### src/design/coax_mau_defines.svh
// offsets, field positions, reset values and timing counts of the coax attachment control logic
// How it works
// - Manchester data from the station's transmit pair is passed through to the coax transmit output.
// - Transmit input pulses shorter than 15 ns or below the 225 mV squelch level never reach the coax driver.
// - The transmitter turns off at packet end once the input stays below squelch for more than 190 ns.
// - Data received from the coax is forwarded to the station on the receive output pair.
// - The receive path stays inactive while the coax DC level is below the receive squelch threshold.
// - A coax level beyond the collision threshold is signalled as 10 MHz on the collision pair.
// - The lower receive threshold applies while idle, the larger transmit threshold while transmitting.
// - Heartbeat is enabled with the strap grounded and disabled with it tied to the negative supply.
// - With heartbeat enabled, 10 MHz is sent on the collision pair for 10 bit times after each packet that ends below squelch, not after jabber.
// - A transmission longer than the jabber limit disables the transmitter and signals 10 MHz on the pair.
// - The jabber state is left only after the transmit input stays idle for 500 ms.
// - The station interface stays powered down while the coax input is unterminated.
// - When the coax input becomes unterminated after power-up, 10 MHz is sent for 800 ms, then the port is off.
`ifndef COAX_MAU_DEFINES_SVH
`define COAX_MAU_DEFINES_SVH

`define CLK_PERIOD_NS    25
`define REG_CTRL         8'h00
`define REG_STATUS       8'h04
`define REG_INT_STATUS   8'h08
`define REG_INT_MASK     8'h0c

`define CTRL_TX_ALLOW    0
`define CTRL_RX_ALLOW    1
`define CTRL_HB_ALLOW    2
`define CTRL_RESET       3'h7
`define CTRL_WIDTH       3

`define STAT_TX_ON       0
`define STAT_JABBER      1
`define STAT_RX_ACTIVE   2
`define STAT_COLLISION   3
`define STAT_HEARTBEAT   4
`define STAT_AUI_UP      5
`define STAT_ISOLATING   6
`define STAT_HB_STRAP    7
`define STAT_WIDTH       8

`define INT_WIDTH        6
`define INT_MASK_RESET   6'h00

`define T_MIN_PULSE_NS   15
`define T_TX_OFF_NS      190
`define T_BIT_NS         100
`define HB_BITS          10
`define T_HB_DELAY_NS    1100
`define T_JABBER_MS      26
`define T_JAB_IDLE_MS    500
`define T_ISOLATE_MS     800
`define NS_PER_MS        1000000

`define MIN_PULSE_CYC    ((`T_MIN_PULSE_NS + `CLK_PERIOD_NS - 1) / `CLK_PERIOD_NS)
`define TX_OFF_CYC       ((`T_TX_OFF_NS + `CLK_PERIOD_NS - 1) / `CLK_PERIOD_NS)
`define HB_WIDTH_CYC     ((`HB_BITS * `T_BIT_NS) / `CLK_PERIOD_NS)
`define HB_DELAY_CYC     ((`T_HB_DELAY_NS + `CLK_PERIOD_NS - 1) / `CLK_PERIOD_NS)
`define JABBER_CYC       ((`T_JABBER_MS * `NS_PER_MS) / `CLK_PERIOD_NS)
`define JAB_IDLE_CYC     ((`T_JAB_IDLE_MS * `NS_PER_MS + `CLK_PERIOD_NS - 1) / `CLK_PERIOD_NS)
`define ISOLATE_CYC      ((`T_ISOLATE_MS * `NS_PER_MS) / `CLK_PERIOD_NS)

`endif

### src/design/coax_mau_pkg.sv
// types shared by the coax attachment control logic
package coax_mau_pkg;

  typedef struct packed {
    logic heartbeat_strap;
    logic rx_terminated;
    logic coll_tx_cmp;
    logic coll_rx_cmp;
    logic rx_dc_above;
    logic coax_receive_in;
    logic tx_squelch_ok;
    logic tx_data;
  } pin_in_t;

  typedef struct packed {
    logic terminated;
    logic unterminated;
    logic hb_done;
    logic jab_exit;
    logic jab_enter;
    logic coll_start;
  } event_t;

  typedef enum logic [1:0] {
    TX_IDLE   = 2'b00,
    TX_ACTIVE = 2'b01,
    TX_JABBER = 2'b10
  } tx_state_t;

  typedef enum logic [1:0] {
    HB_IDLE = 2'b00,
    HB_WAIT = 2'b01,
    HB_SEND = 2'b10
  } hb_state_t;

  typedef enum logic [1:0] {
    AUI_DOWN   = 2'b00,
    AUI_UP     = 2'b01,
    AUI_SIGNAL = 2'b10
  } aui_state_t;

endpackage : coax_mau_pkg

### src/design/pin_synchronizer.sv
// three-stage synchroniser; output follows once stages two and three agree
`timescale 1ns/100ps
module pin_synchronizer #(
  parameter int WIDTH = 8
) (
  input  wire logic             clk,    // block clock
  input  wire logic             rst_n,  // synchronised reset
  input  wire logic [WIDTH-1:0] d,      // asynchronous inputs
  output logic      [WIDTH-1:0] q       // settled copy
);
  logic [WIDTH-1:0] s1;
  logic [WIDTH-1:0] s2;
  logic [WIDTH-1:0] s3;

  if (WIDTH < 1) $error("pin_synchronizer: WIDTH must be at least 1");

  always_ff @(posedge clk or negedge rst_n) begin
    if (!rst_n) begin
      s1 <= '0;
      s2 <= '0;
      s3 <= '0;
    end else begin
      s1 <= d;
      s2 <= s1;
      s3 <= s2;
    end
  end

  always_ff @(posedge clk or negedge rst_n) begin
    if (!rst_n) begin
      q <= '0;
    end else begin
      for (int i = 0; i < WIDTH; i++) begin
        if (s2[i] == s3[i]) begin
          q[i] <= s3[i];
        end
      end
    end
  end
endmodule : pin_synchronizer

### src/design/interval_timer.sv
// counts cycles while run is high; done once limit cycles have passed
`timescale 1ns/100ps
module interval_timer #(
  parameter int WIDTH = 26
) (
  input  wire logic             clk,    // block clock
  input  wire logic             rst_n,  // synchronised reset
  input  wire logic             run,    // count while high, clear when low
  input  wire logic [WIDTH-1:0] limit,  // cycles to reach
  output logic                  done    // high once limit reached
);
  logic [WIDTH-1:0] cnt;

  if (WIDTH < 2) $error("interval_timer: WIDTH must be at least 2");

  always_ff @(posedge clk or negedge rst_n) begin
    if (!rst_n) begin
      cnt <= '0;
    end else if (!run) begin
      cnt <= '0;
    end else if (cnt < limit) begin
      cnt <= cnt + 1'b1;
    end
  end

  assign done = run && (cnt >= limit);
endmodule : interval_timer

### src/design/coax_mau_control_logic.sv
// control logic of the coax attachment unit with its AHB-Lite register slave
//
// Chosen here: the address map and the AHB-Lite interface to the registers.
`timescale 1ns/100ps
`include "coax_mau_defines.svh"
module coax_mau_control_logic
  import coax_mau_pkg::*;
#(
  parameter int TW          = 26,             // width of long timers
  parameter int JABBER_CYC  = `JABBER_CYC,    // jabber activation limit
  parameter int JAB_IDLE_CYC = `JAB_IDLE_CYC, // idle time to leave jabber
  parameter int ISOLATE_CYC = `ISOLATE_CYC    // isolation signalling time
) (
  input  wire logic        CLOCK,              // 40 MHz clock
  input  wire logic        RSTN,               // asynchronous reset, active low
  input  wire logic        HSEL,               // slave select
  input  wire logic [31:0] HADDR,              // byte address
  input  wire logic [1:0]  HTRANS,             // transfer type
  input  wire logic        HWRITE,             // write when high
  input  wire logic [2:0]  HSIZE,              // transfer size, word only
  input  wire logic [31:0] HWDATA,             // write data
  input  wire logic        HREADY,             // bus ready
  output logic      [31:0] HRDATA,             // read data
  output logic             HREADYOUT,          // slave ready
  output logic             HRESP,              // always okay
  input  wire logic        TX_DATA,            // station transmit data
  input  wire logic        TX_SQUELCH_OK,      // transmit amplitude above squelch
  input  wire logic        COAX_RECEIVE_IN,    // data received from coax
  input  wire logic        RX_DC_ABOVE,        // coax DC level above receive squelch
  input  wire logic        COLL_RX_CMP,        // coax beyond receive collision threshold
  input  wire logic        COLL_TX_CMP,        // coax beyond transmit collision threshold
  input  wire logic        RX_TERMINATED,      // terminated segment seen
  input  wire logic        HEARTBEAT_STRAP,    // high when strap grounded
  output logic             COAX_TRANSMIT_OUT,  // data to coax driver
  output logic             TX_DRIVER_ON,       // coax driver enabled
  output logic             RX_OUT,             // receive data to station
  output logic             RX_ACTIVE,          // receive path active
  output logic             COLLISION_OUT_PAIR, // 10 MHz collision signal
  output logic             AUI_POWERED,        // station interface powered
  output logic             IRQ                 // level interrupt
);
  if (TW < 2 || TW > 31) $error("coax_mau_control_logic: TW out of range");
  if (JABBER_CYC < 2 || JABBER_CYC >= (1 << TW)) $error("coax_mau_control_logic: bad JABBER_CYC");
  if (JAB_IDLE_CYC < 2 || JAB_IDLE_CYC >= (1 << TW)) $error("coax_mau_control_logic: bad JAB_IDLE_CYC");
  if (ISOLATE_CYC < 2 || ISOLATE_CYC >= (1 << TW)) $error("coax_mau_control_logic: bad ISOLATE_CYC");

  localparam logic [TW-1:0] LIM_TX_OFF   = TW'(`TX_OFF_CYC);
  localparam logic [TW-1:0] LIM_HB_DELAY = TW'(`HB_DELAY_CYC);
  localparam logic [TW-1:0] LIM_HB_WIDTH = TW'(`HB_WIDTH_CYC);
  localparam logic [TW-1:0] LIM_JABBER   = TW'(JABBER_CYC);
  localparam logic [TW-1:0] LIM_IDLE     = TW'(JAB_IDLE_CYC);
  localparam logic [TW-1:0] LIM_ISOLATE  = TW'(ISOLATE_CYC);
  localparam logic [1:0]    MIN_PULSE    = 2'(`MIN_PULSE_CYC);

  // reset release
  logic rst_meta;
  logic rst_n;

  always_ff @(posedge CLOCK or negedge RSTN) begin
    if (!RSTN) begin
      rst_meta <= 1'b0;
      rst_n    <= 1'b0;
    end else begin
      rst_meta <= 1'b1;
      rst_n    <= rst_meta;
    end
  end

  // pin inputs
  pin_in_t pin_raw;
  pin_in_t pin;

  assign pin_raw = '{heartbeat_strap: HEARTBEAT_STRAP, rx_terminated: RX_TERMINATED,
                     coll_tx_cmp: COLL_TX_CMP, coll_rx_cmp: COLL_RX_CMP,
                     rx_dc_above: RX_DC_ABOVE, coax_receive_in: COAX_RECEIVE_IN,
                     tx_squelch_ok: TX_SQUELCH_OK, tx_data: TX_DATA};

  pin_synchronizer #(.WIDTH($bits(pin_in_t))) u_sync (
    .clk   (CLOCK),
    .rst_n (rst_n),
    .d     (pin_raw),
    .q     (pin)
  );

  // state
  tx_state_t            tx_state;
  hb_state_t            hb_state;
  aui_state_t           aui_state;
  logic [`CTRL_WIDTH-1:0] ctrl;
  logic [`INT_WIDTH-1:0]  int_status;
  logic [`INT_WIDTH-1:0]  int_mask;
  logic [1:0]           pulse_cnt;
  logic [1:0]           osc_cnt;
  logic                 coll_seen;
  logic                 hb_strap;

  logic tx_off_done;
  logic jabber_done;
  logic idle_done;
  logic hb_delay_done;
  logic hb_width_done;
  logic isolate_done;

  logic   aui_up;
  logic   hb_enabled;
  logic   pulse_ok;
  logic   collision;
  logic   coll_request;
  event_t ev;

  assign aui_up     = (aui_state == AUI_UP);
  assign hb_enabled = hb_strap && ctrl[`CTRL_HB_ALLOW];
  assign pulse_ok   = pin.tx_squelch_ok && (pulse_cnt >= MIN_PULSE);
  assign collision  = aui_up && ((tx_state == TX_ACTIVE) ? pin.coll_tx_cmp
                                                          : pin.coll_rx_cmp);
  assign coll_request = collision || (tx_state == TX_JABBER) || (hb_state == HB_SEND)
                        || (aui_state == AUI_SIGNAL);

  // strap registered every cycle after reset release
  always_ff @(posedge CLOCK or negedge rst_n) begin
    if (!rst_n) begin
      hb_strap <= 1'b0;
    end else begin
      hb_strap <= pin.heartbeat_strap;
    end
  end

  // timers
  interval_timer #(.WIDTH(TW)) u_tx_off (
    .clk   (CLOCK),
    .rst_n (rst_n),
    .run   ((tx_state == TX_ACTIVE) && !pin.tx_squelch_ok),
    .limit (LIM_TX_OFF),
    .done  (tx_off_done)
  );

  interval_timer #(.WIDTH(TW)) u_jabber (
    .clk   (CLOCK),
    .rst_n (rst_n),
    .run   (tx_state == TX_ACTIVE),
    .limit (LIM_JABBER),
    .done  (jabber_done)
  );

  interval_timer #(.WIDTH(TW)) u_idle (
    .clk   (CLOCK),
    .rst_n (rst_n),
    .run   ((tx_state == TX_JABBER) && !pin.tx_squelch_ok),
    .limit (LIM_IDLE),
    .done  (idle_done)
  );

  interval_timer #(.WIDTH(TW)) u_hb_delay (
    .clk   (CLOCK),
    .rst_n (rst_n),
    .run   (hb_state == HB_WAIT),
    .limit (LIM_HB_DELAY),
    .done  (hb_delay_done)
  );

  interval_timer #(.WIDTH(TW)) u_hb_width (
    .clk   (CLOCK),
    .rst_n (rst_n),
    .run   (hb_state == HB_SEND),
    .limit (LIM_HB_WIDTH),
    .done  (hb_width_done)
  );

  interval_timer #(.WIDTH(TW)) u_isolate (
    .clk   (CLOCK),
    .rst_n (rst_n),
    .run   (aui_state == AUI_SIGNAL),
    .limit (LIM_ISOLATE),
    .done  (isolate_done)
  );

  // width of the current above-squelch pulse
  always_ff @(posedge CLOCK or negedge rst_n) begin
    if (!rst_n) begin
      pulse_cnt <= 2'h0;
    end else if (!pin.tx_squelch_ok) begin
      pulse_cnt <= 2'h0;
    end else if (pulse_cnt != 2'h3) begin
      pulse_cnt <= pulse_cnt + 2'h1;
    end
  end

  // transmit and jabber
  always_ff @(posedge CLOCK or negedge rst_n) begin
    if (!rst_n) begin
      tx_state <= TX_IDLE;
    end else begin
      case (tx_state)
        TX_IDLE: begin
          if (pulse_ok && aui_up && ctrl[`CTRL_TX_ALLOW]) begin
            tx_state <= TX_ACTIVE;
          end
        end
        TX_ACTIVE: begin
          if (jabber_done) begin
            tx_state <= TX_JABBER;
          end else if (tx_off_done || !ctrl[`CTRL_TX_ALLOW] || !aui_up) begin
            tx_state <= TX_IDLE;
          end
        end
        TX_JABBER: begin
          if (idle_done) begin
            tx_state <= TX_IDLE;
          end
        end
        default: tx_state <= TX_IDLE;
      endcase
    end
  end

  // heartbeat after each normal packet end
  always_ff @(posedge CLOCK or negedge rst_n) begin
    if (!rst_n) begin
      hb_state <= HB_IDLE;
    end else begin
      case (hb_state)
        HB_IDLE: begin
          if (tx_state == TX_ACTIVE && tx_off_done && !jabber_done && hb_enabled) begin
            hb_state <= HB_WAIT;
          end
        end
        HB_WAIT: begin
          if (hb_delay_done) begin
            hb_state <= HB_SEND;
          end
        end
        HB_SEND: begin
          if (hb_width_done) begin
            hb_state <= HB_IDLE;
          end
        end
        default: hb_state <= HB_IDLE;
      endcase
    end
  end

  // station interface power and isolation
  always_ff @(posedge CLOCK or negedge rst_n) begin
    if (!rst_n) begin
      aui_state <= AUI_DOWN;
    end else begin
      case (aui_state)
        AUI_DOWN: begin
          if (pin.rx_terminated) begin
            aui_state <= AUI_UP;
          end
        end
        AUI_UP: begin
          if (!pin.rx_terminated) begin
            aui_state <= AUI_SIGNAL;
          end
        end
        AUI_SIGNAL: begin
          if (pin.rx_terminated) begin
            aui_state <= AUI_UP;
          end else if (isolate_done) begin
            aui_state <= AUI_DOWN;
          end
        end
        default: aui_state <= AUI_DOWN;
      endcase
    end
  end

  // 10 MHz from the 40 MHz clock
  always_ff @(posedge CLOCK or negedge rst_n) begin
    if (!rst_n) begin
      osc_cnt <= 2'h0;
    end else begin
      osc_cnt <= osc_cnt + 2'h1;
    end
  end

  // line outputs
  always_ff @(posedge CLOCK or negedge rst_n) begin
    if (!rst_n) begin
      COAX_TRANSMIT_OUT <= 1'b0;
      TX_DRIVER_ON      <= 1'b0;
    end else begin
      TX_DRIVER_ON      <= (tx_state == TX_ACTIVE);
      COAX_TRANSMIT_OUT <= (tx_state == TX_ACTIVE) && pin.tx_squelch_ok
                           && pin.tx_data;
    end
  end

  always_ff @(posedge CLOCK or negedge rst_n) begin
    if (!rst_n) begin
      RX_ACTIVE <= 1'b0;
      RX_OUT    <= 1'b0;
    end else begin
      RX_ACTIVE <= aui_up && ctrl[`CTRL_RX_ALLOW] && pin.rx_dc_above;
      RX_OUT    <= aui_up && ctrl[`CTRL_RX_ALLOW] && pin.rx_dc_above
                   && pin.coax_receive_in;
    end
  end

  always_ff @(posedge CLOCK or negedge rst_n) begin
    if (!rst_n) begin
      COLLISION_OUT_PAIR <= 1'b0;
      AUI_POWERED        <= 1'b0;
    end else begin
      COLLISION_OUT_PAIR <= coll_request && osc_cnt[1];
      AUI_POWERED        <= aui_up;
    end
  end

  // events
  always_ff @(posedge CLOCK or negedge rst_n) begin
    if (!rst_n) begin
      coll_seen <= 1'b0;
    end else begin
      coll_seen <= collision;
    end
  end

  assign ev.coll_start   = collision && !coll_seen;
  assign ev.jab_enter    = (tx_state == TX_ACTIVE) && jabber_done;
  assign ev.jab_exit     = (tx_state == TX_JABBER) && idle_done;
  assign ev.hb_done      = (hb_state == HB_SEND) && hb_width_done;
  assign ev.unterminated = aui_up && !pin.rx_terminated;
  assign ev.terminated   = (aui_state != AUI_UP) && pin.rx_terminated;

  // bus slave
  logic       wr_pend;
  logic [7:0] wr_addr;
  logic       addr_ok;
  logic       wr_now;
  logic [31:0] rd_value;

  assign addr_ok = HSEL && HTRANS[1] && HREADY;
  assign wr_now  = wr_pend;

  always_comb begin
    rd_value = 32'h0;
    case (HADDR[7:0])
      `REG_CTRL:       rd_value[`CTRL_WIDTH-1:0] = ctrl;
      `REG_STATUS: begin
        rd_value[`STAT_TX_ON]     = (tx_state == TX_ACTIVE);
        rd_value[`STAT_JABBER]    = (tx_state == TX_JABBER);
        rd_value[`STAT_RX_ACTIVE] = RX_ACTIVE;
        rd_value[`STAT_COLLISION] = collision;
        rd_value[`STAT_HEARTBEAT] = (hb_state == HB_SEND);
        rd_value[`STAT_AUI_UP]    = aui_up;
        rd_value[`STAT_ISOLATING] = (aui_state == AUI_SIGNAL);
        rd_value[`STAT_HB_STRAP]  = hb_strap;
      end
      `REG_INT_STATUS: rd_value[`INT_WIDTH-1:0] = int_status;
      `REG_INT_MASK:   rd_value[`INT_WIDTH-1:0] = int_mask;
      default:         rd_value = 32'h0;
    endcase
  end

  always_ff @(posedge CLOCK or negedge rst_n) begin
    if (!rst_n) begin
      wr_pend <= 1'b0;
      wr_addr <= 8'h00;
    end else begin
      wr_pend <= addr_ok && HWRITE;
      if (addr_ok) begin
        wr_addr <= HADDR[7:0];
      end
    end
  end

  always_ff @(posedge CLOCK or negedge rst_n) begin
    if (!rst_n) begin
      HRDATA    <= 32'h0;
      HREADYOUT <= 1'b1;
      HRESP     <= 1'b0;
    end else begin
      HREADYOUT <= 1'b1;
      HRESP     <= 1'b0;
      if (addr_ok && !HWRITE) begin
        HRDATA <= rd_value;
      end
    end
  end

  always_ff @(posedge CLOCK or negedge rst_n) begin
    if (!rst_n) begin
      ctrl     <= `CTRL_RESET;
      int_mask <= `INT_MASK_RESET;
    end else if (wr_now) begin
      if (wr_addr == `REG_CTRL) begin
        ctrl <= HWDATA[`CTRL_WIDTH-1:0];
      end
      if (wr_addr == `REG_INT_MASK) begin
        int_mask <= HWDATA[`INT_WIDTH-1:0];
      end
    end
  end

  // sticky events, write one to clear, a new event wins
  always_ff @(posedge CLOCK or negedge rst_n) begin
    if (!rst_n) begin
      int_status <= '0;
    end else begin
      int_status <= (int_status & ~((wr_now && wr_addr == `REG_INT_STATUS) ?
                                    HWDATA[`INT_WIDTH-1:0] : `INT_WIDTH'h0)) | ev;
    end
  end

  always_ff @(posedge CLOCK or negedge rst_n) begin
    if (!rst_n) begin
      IRQ <= 1'b0;
    end else begin
      IRQ <= |(int_status & int_mask);
    end
  end
endmodule : coax_mau_control_logic

### config.mk
export PLATFORM = sky130hd
export DESIGN_NAME = coax_mau_control_logic
export DESIGN_NICKNAME = d
export VERILOG_FILES = /design/src/design/coax_mau_pkg.sv /design/src/design/pin_synchronizer.sv /design/src/design/interval_timer.sv /design/src/design/coax_mau_control_logic.sv
export VERILOG_INCLUDE_DIRS = /design/src /design/src/design
export SDC_FILE = /design/constraint.sdc
export NUM_CORES = 1
export LEC_CHECK = 0
export ABC_CLOCK_PERIOD_IN_PS = 10000
export BUFFER_PORTS_ARGS = -buffer_cell sky130_fd_sc_hd__buf_2
export CORE_ASPECT_RATIO = 1.25
export CORE_MARGIN = 2
export CORE_UTILIZATION = 55
export CTS_CLUSTER_SIZE = 24
export DETAILED_ROUTE_END_ITERATION = 7
export HOLD_SLACK_MARGIN = 0.05
export PLACE_DENSITY = 0.72
export SYNTH_ARGS = -nofsm -noshare
export SYNTH_HDL_FRONTEND = slang
export SYNTH_SLANG_ARGS = --single-unit
### constraint.sdc
create_clock -name CLOCK -period 10 [get_ports CLOCK]
set_input_delay 0.5 -clock CLOCK [delete_from_list [all_inputs] [get_ports CLOCK]]
set_output_delay 0.5 -clock CLOCK [all_outputs]
set_load 0.01 [all_outputs]
==> results of run 1 <==
==> worst paths after layout <==
check,slack [ns],cells after the start,end
worst min-delay path,0.09,1,u_sync.s1[2]$_DFF_PN0_
max in group asynchronous,8.17,1,u_idle.cnt[25]$_DFFE_PN0P_
worst max-delay path,7.26,5,u_idle.cnt[18]$_DFFE_PN0P_
min in group asynchronous,0.29,2,rst_n$_DFF_PN0_
worst max register to register,7.26,5,u_idle.cnt[18]$_DFFE_PN0P_
worst min register to register,0.35,0,u_sync.s2[1]$_DFF_PN0_
==> flip-flops by register name, summed over array words and instances (netlist names), 3 cells and up <==
signal and count:
int_status 6, u_jabber.cnt 26, u_sync.s2 8, u_sync.s1 8
u_sync.s3 8, u_sync.q 8, HRDATA 8, u_tx_off.cnt 26
ctrl 3, wr_addr 8, u_idle.cnt 26, u_hb_delay.cnt 26
int_mask 6, u_hb_width.cnt 26, u_isolate.cnt 26
==> worst max-delay path: stages, from the launching register on <==
cell and delay [ns]:
dfrtp_1 0.41, or4_1 0.58, o221a_1 0.42, or3_1 0.54, or4_1 0.54, a21oi_1 0.16
==> per-layer routing <==
metal / up-vias / share of wire / GRT usage
li1: 3347 / - / -
met1: 3349 / 0.46 / 0.273
met2: 114 / 0.47 / 0.327
met3: 33 / 0.040 / 0.0331
met4: 0 / 0.029 / 0.0696
met5: - / 0 / 0
==> Yosys cell counts, drive strengths merged (23+ instances only) <==
master,number
inv,30
nand3,23
nor4,32
clkbuf,25
nand2,73
nor3,24
and2,78
dfrtp,238
xnor2,38
buf,31
nor2,66
a21oi,36
o21ai,27
==> area by class of cell <==
class                   count  area share
diodes                      1    0.000215
clock buffers              37      0.0661
clock inverters             8      0.0126
inverters                  30     0.00966
multi-input cells         641       0.346
flip-flops and latches    241       0.518
well taps                 232      0.0249
repair buffers             47      0.0225
==> metrics by stage <==
step                hold slack (ns)  cell area [sq um]  utilization
global placement              0.287              10700        0.576
detailed placement            0.287              10700        0.576
floorplan                     0.204              10500            -
global route                 0.0643              11700        0.625
finish                       0.0869              11700        0.625
CTS                          0.0775              11700        0.625
==> cell families after synthesis <==
family / count (synthesis) / synth area share
and+or+nand+nor: 400 / 0.209
DFF: 241 / 0.581
AOI/OAI and AO/OA: 127 / 0.0808
buffers and inverters: 86 / 0.0407
xor gates and xnor gates: 42 / 0.0354
muxes: 23 / 0.0278
adders and majority gates: 22 / 0.0246
other: 2 / 0.000723
==> power by group through the flow <==
stage | clock, mW | combinational [mW] | sequential, mW
after CTS | 1.03 | 0.0905 | 1.03
after floorplan | 0 | 0.0590 | 1.05
after detailed placement | 0 | 0.0899 | 1.05
final | 1.01 | 0.0886 | 1.03
after global routing | 1.07 | 0.102 | 1.03
after global placement | 0 | 0.0881 | 1.05
==> impl_metrics.env, run 1 <==
export IMPL_status="completed"
export IMPL_drt_iter0_markers=492
export IMPL_fin_nets=1082
export IMPL_postSynth_asyncResetShare=1.00
export IMPL_routedWlPerCell_um=15.6
export IMPL_drive_gt1_frac=0.125
export IMPL_grt_max_degree=176
export IMPL_maxClockFrequency_mhz=364
export IMPL_seqPwrFrac=0.484
export IMPL_area_delta_synth_final_pct=12.2
export IMPL_cp_max_fo=13
export IMPL_most_common_layout_cells="dfrtp_1 (237), and2_1 (78), nand2_1 (73)"
export IMPL_overflow=0
export IMPL_drc=0
export IMPL_place_ws_ns=7.28
export IMPL_cts_repair_resized=0
export IMPL_p_comb_frac=0.042
export IMPL_antenna_found_initial=1
export IMPL_detail_route_antenna_nets=0
export IMPL_gp_congestion=0.775
export IMPL_ctsHoldBuffers=1
export IMPL_synth_top_cell_by_area="dfrtp_1"
export IMPL_p_clk_frac=0.474
export IMPL_cts_buffer_depth=3
export IMPL_dieWidth_um=127
export IMPL_p_switching_mw=0.453
export IMPL_yosysWarnings=0
export IMPL_io_pins=123
export IMPL_start_util=0.557
export IMPL_intPower_mw=1.67
export IMPL_vdd_drop_max_mv=0.124
export IMPL_worst_slack_ns=7.26
export IMPL_syn_area_sq_um=10400
export IMPL_finalWirelength_mm=19.3
export IMPL_die_h_um=158
export IMPL_clock_latency_ns=0.52
export IMPL_hold_class="primary input to flip-flop"
export IMPL_cts_tree="built"
export IMPL_finalHoldViolations=0
export IMPL_dpl_cell_count=1190
export IMPL_cts_root_buf="clkbuf_16"
export IMPL_totalNegativeSetupSlack_ns=0
export IMPL_powerDensity_nw_per_um2=182
export IMPL_synthDistinctLibCells=61
export IMPL_dp_hpwl_mm=12.7
export IMPL_finalMaxSlewViolations=0
export IMPL_cts_sinks=241
export IMPL_timing_slew_headroom=0.252
export IMPL_fillers=1468
export IMPL_endpoint_kind="flip-flop"
export IMPL_grtUsageTotal=0.200
export IMPL_synth_main_ff_cell="dfrtp_1"
export IMPL_layout_cells_non_filler=1237
export IMPL_yosys_top_cells_area="dfrtp_1 (57%), and2_1 (4.7%), xnor2_1 (3.2%)"
export IMPL_p_leak_nw=5.25
export IMPL_fin_crit_sh=0.274
export IMPL_port_buffers=42
export IMPL_arrival_ns=3.17
export IMPL_syn_avg_cell_area_sq_um=11.0
export IMPL_tightestPinTransition_ns=1.12
export IMPL_finClkSkew_ns=0.0117
export IMPL_worstPathRequired_ns=10.43
export IMPL_vias_per_cell=5.53
export IMPL_crit_start="u_idle.cnt[22]$_DFFE_PN0P_"
export IMPL_ys_seq_area_frac=0.581
export IMPL_htreeDepth=1
export IMPL_num_vias=6843
export IMPL_cts_setup_buffers=0
export IMPL_final_setup_viol_count=0
export IMPL_path_clk_slew_ns=0.06
export IMPL_crit_type="flip-flop to flip-flop"
export IMPL_synth_cells=943
export IMPL_synth_edf_count=0
export IMPL_ff_latch_area_sq_um=6040
export IMPL_reg2reg_from="u_idle.cnt[22]$_DFFE_PN0P_"
export IMPL_rows=56
export IMPL_yosys_area_top_type_share=0.573
export IMPL_core_sq_um=18600
export IMPL_first_pass_iters=5
export IMPL_cap_violations=0
export IMPL_die_area_sq_um=20000
export IMPL_total_power_mw=2.12
export IMPL_netSwitchingFraction=0.213
export IMPL_tritoncts_num_buffers=25
export IMPL_multi_input_area_sq_um=4030
export IMPL_grt_pass1_wl_mm=32.7
export IMPL_hp_start="COAX_RECEIVE_IN"
export IMPL_grt_pass1_vias=6853
export IMPL_synth_seq_cells=241
export IMPL_setup_worst_path_start_class="flip-flop"
export IMPL_rsz0062_at_grt="false"
export IMPL_layout_commonest_cell="dfrtp_1"
export IMPL_period_needed_ns=2.74
No activity file was read; power rests on OpenSTA's default activity.
==> run 2, diff against run 1 <==
--- a/config.mk
+++ b/config.mk
@@ -6,7 +6,7 @@
 export SDC_FILE = /design/constraint.sdc
 export NUM_CORES = 1
 export LEC_CHECK = 0
-export ABC_CLOCK_PERIOD_IN_PS = 10000
+export ABC_CLOCK_PERIOD_IN_PS = 2600
 export BUFFER_PORTS_ARGS = -buffer_cell sky130_fd_sc_hd__buf_2
 export CORE_ASPECT_RATIO = 1.25
 export CORE_MARGIN = 2
==> constraint.sdc (replaced) <==
create_clock -name CLOCK -period 2.6 [get_ports CLOCK]
set_input_delay 0.13 -clock CLOCK [delete_from_list [all_inputs] [get_ports CLOCK]]
set_output_delay 0.13 -clock CLOCK [all_outputs]
set_load 0.01 [all_outputs]
==> run 2 against run 1 <==
Worst hold slack better by 0.018 ns. Via count is 3.6% higher. Global-route usage is 0.68 points higher.
==> impl_metrics.env, run 2 (synthesis gave the netlist of run 1 again) <==
export IMPL_status="completed"
export IMPL_die_h_um=158
export IMPL_antenna_cells=0
export IMPL_crit_top_cell="or4_1"
export IMPL_cts_sinks=241
export IMPL_cap_violations=0
export IMPL_rows=56
export IMPL_overflow=0
export IMPL_dieWidth_um=127
export IMPL_intPower_mw=6.56
export IMPL_grt_pass1_vias=6983
export IMPL_cp_cell_sequence="or4_1, o221a_1, or3_4, or4_1, a21oi_1"
export IMPL_start_util=0.557
export IMPL_arrival_ns=2.90
export IMPL_final_util=0.649
export IMPL_powerDensity_nw_per_um2=688
export IMPL_first_pass_iters=5
export IMPL_maxClockFrequency_mhz=406
export IMPL_cts_setup_buffers=0
export IMPL_hold_path_end="wr_addr[3]$_DFFE_PN0P_"
export IMPL_vdd_drop_max_mv=0.497
export IMPL_io_pins=123
export IMPL_port_buffers=42
export IMPL_p_leak_nw=5.48
export IMPL_tightestPinTransition_ns=0.991
export IMPL_finalMaxSlewViolations=0
export IMPL_detail_route_antenna_nets=0
export IMPL_drive_gt1_frac=0.141
export IMPL_timing_slew_headroom=0.335
export IMPL_cts_buffer_depth=3
export IMPL_path_clk_slew_ns=0.06
export IMPL_finClkSkew_ns=0.0109
export IMPL_most_common_layout_cells="dfrtp_1 (237), and2_1 (78), nand2_1 (73)"
export IMPL_period_needed_ns=2.46
export IMPL_cts_tree="built"
export IMPL_worstPathRequired_ns=3.03
export IMPL_grt_max_degree=73
export IMPL_ff2ff_setup_slack_ns=0.14
export IMPL_antenna_found_initial=0
export IMPL_clock_latency_ns=0.52
export IMPL_netSwitchingFraction=0.212
export IMPL_cts_root_buf="clkbuf_16"
export IMPL_p_switching_mw=1.76
export IMPL_dp_hpwl_mm=13.3
export IMPL_crit_path_top_delay_cell="or4_1"
export IMPL_endpoint_kind="flip-flop"
export IMPL_tritoncts_num_buffers=25
export IMPL_grtUsageTotal=0.206
export IMPL_rsz0062_at_grt="false"
export IMPL_fin_crit_sh=0.947
export IMPL_max_stage_delay_ns=0.58
export IMPL_num_vias=7086
export IMPL_fin_nets=1128
export IMPL_drt_iter0_markers=436
export IMPL_p_comb_frac=0.049
export IMPL_hold_class="primary input to flip-flop"
export IMPL_area_delta_synth_final_pct=16.4
export IMPL_totalNegativeSetupSlack_ns=0
export IMPL_drc=0
export IMPL_reg2reg_from="u_idle.cnt[22]$_DFFE_PN0P_"
export IMPL_holdPathStages=2
export IMPL_routedWlPerCell_um=15.8
export IMPL_setup_worst_path_start_class="flip-flop"
export IMPL_grt_pass1_wl_mm=34.3
export IMPL_crit_type="flip-flop to flip-flop"
export IMPL_htreeDepth=1
export IMPL_r2r_end="u_idle.cnt[13]$_DFFE_PN0P_"
export IMPL_p_clk_frac=0.477
export IMPL_rr_worst_depth=5
export IMPL_gp_congestion=0.820
export IMPL_core_sq_um=18600
export IMPL_final_setup_viol_count=0
export IMPL_finalHoldViolations=0
export IMPL_seqPwrFrac=0.474
export IMPL_die_area_sq_um=20000
export IMPL_hp_start="HADDR[3]"
export IMPL_finalWirelength_mm=20.2
export IMPL_cp_max_fo=6
export IMPL_layout_commonest_cell="dfrtp_1"
export IMPL_vias_per_cell=5.53
-- run 2: final cells by class --
class                           instances  area [sq um]
Fill cell                            1436          6540
Sequential cell                       241          6040
Multi-Input combinational cell        641          4040
Clock buffer                           34           719
Timing Repair Buffer                   93           693
Tap cell                              232           290
Clock inverter                         11           208
Inverter                               30           113
-- run 2: worst max-delay path: cells and delay by family, from the launching register on --
kind,cells,cell delay (ns)
compound gates,2,0.47
flops,1,0.41
simple gates,3,1.50
-- run 2: metrics by stage --
stage / instance area, sq um / setup WS, ns / cells / hold slack [ns] / total power, mW
floorplan: 10500 / 0.173 / 968 / -0.166 / 4.26
global placement: 10900 / 0.178 / 1212 / -0.0818 / 4.38
detailed placement: 10900 / 0.0978 / 1212 / -0.0801 / 4.39
CTS: 12100 / 0.0658 / 1282 / 0.0541 / 8.40
global route: 12100 / 0.0155 / 1282 / 0.0905 / 8.61
finish: 12100 / 0.137 / 1282 / 0.105 / 8.32
-- run 2: power by group through the flow --
stage          combinational [mW]  sequential [mW]  clock, mW
6_report                    0.412             3.94       3.97
2_1_floorplan               0.227             4.04          0
3_3_place_gp                0.376             4.00          0
4_1_cts                     0.415             3.94       4.04
5_1_grt                     0.468             3.95       4.19
3_5_place_dp                0.383             4.01          0
-- run 2: worst max-delay path by stage --
stage / start / endpoint / cells after the start
2_1_floorplan: rst_n$_DFF_PN0_ / AUI_POWERED$_DFF_PN0_ / 0
3_3_place_gp: u_idle.cnt[22]$_DFFE_PN0P_ / u_idle.cnt[13]$_DFFE_PN0P_ / 5
3_5_place_dp: u_idle.cnt[22]$_DFFE_PN0P_ / u_idle.cnt[23]$_DFFE_PN0P_ / 5
4_1_cts: u_idle.cnt[22]$_DFFE_PN0P_ / u_idle.cnt[13]$_DFFE_PN0P_ / 5
5_1_grt: u_idle.cnt[22]$_DFFE_PN0P_ / u_idle.cnt[23]$_DFFE_PN0P_ / 5
6_report: u_idle.cnt[22]$_DFFE_PN0P_ / u_idle.cnt[13]$_DFFE_PN0P_ / 5
-- run 2: what timing repair did --
action	4_1_cts	5_1_grt
hold buffers	25	0
gates resized for setup	0	1
endpoints found under the hold margin	38	0
setup endpoints to repair	0	2
-- run 2: layer usage --
layer | GRT usage | wire (um) | up-vias
met2 | 0.333 | 9550 | 132
met5 | 0 | 0 | -
met4 | 0.0644 | 453 | 0
li1 | - | - | 3442
met3 | 0.0314 | 799 | 39
met1 | 0.292 | 9390 | 3473
==> run 3, diff against run 2 <==
--- a/config.mk
+++ b/config.mk
@@ -10,11 +10,12 @@
 export BUFFER_PORTS_ARGS = -buffer_cell sky130_fd_sc_hd__buf_2
 export CORE_ASPECT_RATIO = 1.25
 export CORE_MARGIN = 2
-export CORE_UTILIZATION = 55
+export CORE_UTILIZATION = 38
 export CTS_CLUSTER_SIZE = 24
 export DETAILED_ROUTE_END_ITERATION = 7
+export GPL_ROUTABILITY_DRIVEN = 0
 export HOLD_SLACK_MARGIN = 0.05
-export PLACE_DENSITY = 0.72
+export PLACE_DENSITY = 0.52
 export SYNTH_ARGS = -nofsm -noshare
 export SYNTH_HDL_FRONTEND = slang
 export SYNTH_SLANG_ARGS = --single-unit
==> run 3 against run 2 <==
Design area increased by 0.41%. Sequential power about the same. Via count decreased by 1.8%. Global-route usage decreased by 5.4 points. Critical path type unchanged. Highest routed layer unchanged.
==> impl_metrics.env, run 3 (synthesis gave the netlist of run 1 again) <==
export IMPL_status="completed"
export IMPL_drc=0
export IMPL_finalWirelength_mm=21.4
export IMPL_cts_root_buf="clkbuf_16"
export IMPL_fin_nets=1127
export IMPL_cts_tree="built"
export IMPL_multi_input_area_sq_um=4030
export IMPL_period_needed_ns=2.48
export IMPL_vias_per_cell=4.98
export IMPL_layout_commonest_cell="dfrtp_1"
export IMPL_drt_iter0_markers=353
export IMPL_holdWs_ns=0.133
export IMPL_antenna_cells=0
export IMPL_tightestPinTransition_ns=1.01
export IMPL_finalHoldViolations=0
export IMPL_io_pins=123
export IMPL_p_comb_frac=0.050
export IMPL_p_switching_mw=1.79
export IMPL_cts_setup_buffers=0
export IMPL_dp_hpwl_mm=14.6
export IMPL_num_vias=6955
export IMPL_seqPwrFrac=0.496
export IMPL_htreeDepth=1
export IMPL_dieWidth_um=152
export IMPL_start_util=0.387
export IMPL_endpoint_kind="flip-flop"
export IMPL_final_setup_viol_count=0
export IMPL_hp_start="HTRANS[1]"
export IMPL_holdPathStages=4
export IMPL_totalNegativeSetupSlack_ns=0
export IMPL_powerDensity_nw_per_um2=656
export IMPL_p_leak_nw=5.42
export IMPL_arrival_ns=2.93
export IMPL_cts_sinks=241
export IMPL_detail_route_antenna_nets=0
export IMPL_most_common_layout_cells="dfrtp_1 (237), and2_1 (78), nand2_1 (73)"
export IMPL_tritoncts_num_buffers=27
export IMPL_reg2reg_from="u_idle.cnt[22]$_DFFE_PN0P_"
export IMPL_core_sq_um=26800
export IMPL_crit_type="flip-flop to flip-flop"
export IMPL_path_clk_slew_ns=0.06
export IMPL_intPower_mw=6.18
export IMPL_maxClockFrequency_mhz=403
export IMPL_die_h_um=189
export IMPL_grtUsageTotal=0.153
export IMPL_fillers=2558
export IMPL_die_area_sq_um=28700
export IMPL_overflow=0
export IMPL_grt_pass1_vias=7096
export IMPL_area_delta_synth_final_pct=16.9
export IMPL_p_clk_frac=0.454
export IMPL_rr_worst_depth=5
export IMPL_rsz0062_at_grt="false"
export IMPL_vdd_drop_max_mv=0.449
export IMPL_cts_repair_resized=0
export IMPL_layout_cells_non_filler=1396
export IMPL_finalMaxSlewViolations=0
export IMPL_worstPathRequired_ns=3.04
export IMPL_cts_buffer_depth=3
export IMPL_drive_gt1_frac=0.134
export IMPL_netSwitchingFraction=0.224
export IMPL_finClkSkew_ns=0.00868
export IMPL_ff2ff_setup_slack_ns=0.12
export IMPL_antenna_found_initial=1
export IMPL_ff_latch_area_sq_um=6040
export IMPL_final_util=0.453
export IMPL_setup_worst_path_start_class="flip-flop"
export IMPL_first_pass_iters=4
export IMPL_hold_class="primary input to flip-flop"
export IMPL_dpl_cell_count=1321
export IMPL_cap_violations=0
export IMPL_port_buffers=42
export IMPL_cp_max_fo=6
export IMPL_rows=67
export IMPL_fin_crit_sh=0.955
export IMPL_grt_pass1_wl_mm=36.8
export IMPL_hold_path_end="wr_addr[6]$_DFFE_PN0P_"
export IMPL_timing_slew_headroom=0.325
export IMPL_clock_latency_ns=0.52
export IMPL_grt_max_degree=61
export IMPL_routedWlPerCell_um=15.3
export IMPL_total_power_mw=7.97
export IMPL_r2r_end="u_idle.cnt[23]$_DFFE_PN0P_"
==> run 3: cell types whose count changed in the layout (fill, tap and decap cells not counted), sizes merged <==
cell,change
clkbuf,+7
bufinv,-5
buf,-4
clkinv,+1
clkinvlp,+1
dlygate4sd3,+1
==> run 3: cell type report <==
class	instances	share of cell area
well taps	345	0.0355
inverters	30	0.00927
clock buffers	41	0.0641
flip-flops and latches	241	0.497
clock inverters	8	0.00577
multi-input cells	641	0.332
repair buffers	90	0.0564
==> run 3: power by group through the flow <==
stage                     sequential, mW  clock (mW)  combinational [mW]
final                               3.95        3.62               0.402
after global routing                3.97        3.90               0.459
after CTS                           3.95        3.75               0.413
after detailed placement            4.02           0               0.382
after global placement              4.02           0               0.377
after floorplan                     4.04           0               0.227
==> run 3: what timing repair did <==
action / 4_1_cts / 5_1_grt
hold buffers: 26 / 0
hold endpoints to repair: 39 / 0
endpoints found under the setup margin: 0 / 0
==> run 3: per-layer routing <==
metal  share of wire  GRT usage  wire, um
met1            0.47      0.212     10100
met5               0          0         0
met2            0.48      0.255     10300
met4           0.017     0.0370       355
met3           0.031     0.0211       670
==> run 3: worst max path at each step <==
| stage | slack (ns) | start | end | cells after the start |
|---|---|---|---|---|
| global placement | 0.15 | u_idle.cnt[22]$_DFFE_PN0P_ | u_idle.cnt[23]$_DFFE_PN0P_ | 5 |
| detailed placement | 0.14 | u_idle.cnt[22]$_DFFE_PN0P_ | u_idle.cnt[23]$_DFFE_PN0P_ | 5 |
| finish | 0.12 | u_idle.cnt[22]$_DFFE_PN0P_ | u_idle.cnt[23]$_DFFE_PN0P_ | 5 |
| CTS | 0.12 | u_idle.cnt[22]$_DFFE_PN0P_ | u_idle.cnt[23]$_DFFE_PN0P_ | 5 |
| global route | 0.02 | u_idle.cnt[22]$_DFFE_PN0P_ | u_idle.cnt[23]$_DFFE_PN0P_ | 5 |
| floorplan | 0.17 | rst_n$_DFF_PN0_ | AUI_POWERED$_DFF_PN0_ | 0 |
==> run 3: critical path, stage by stage, from the launching register on <==
cell	delay [ns]
dfrtp_1	0.41
or4_1	0.57
o221a_1	0.30
or3_1	0.45
or4_1	0.52
a21oi_1	0.15
==> run 3: metrics by stage <==
stage	instance area, sq um	setup WS (ns)
after floorplan	10500	0.173
final	12100	0.118
after global placement	11000	0.149
after global routing	12100	0.0180
after detailed placement	11000	0.144
after CTS	12100	0.122
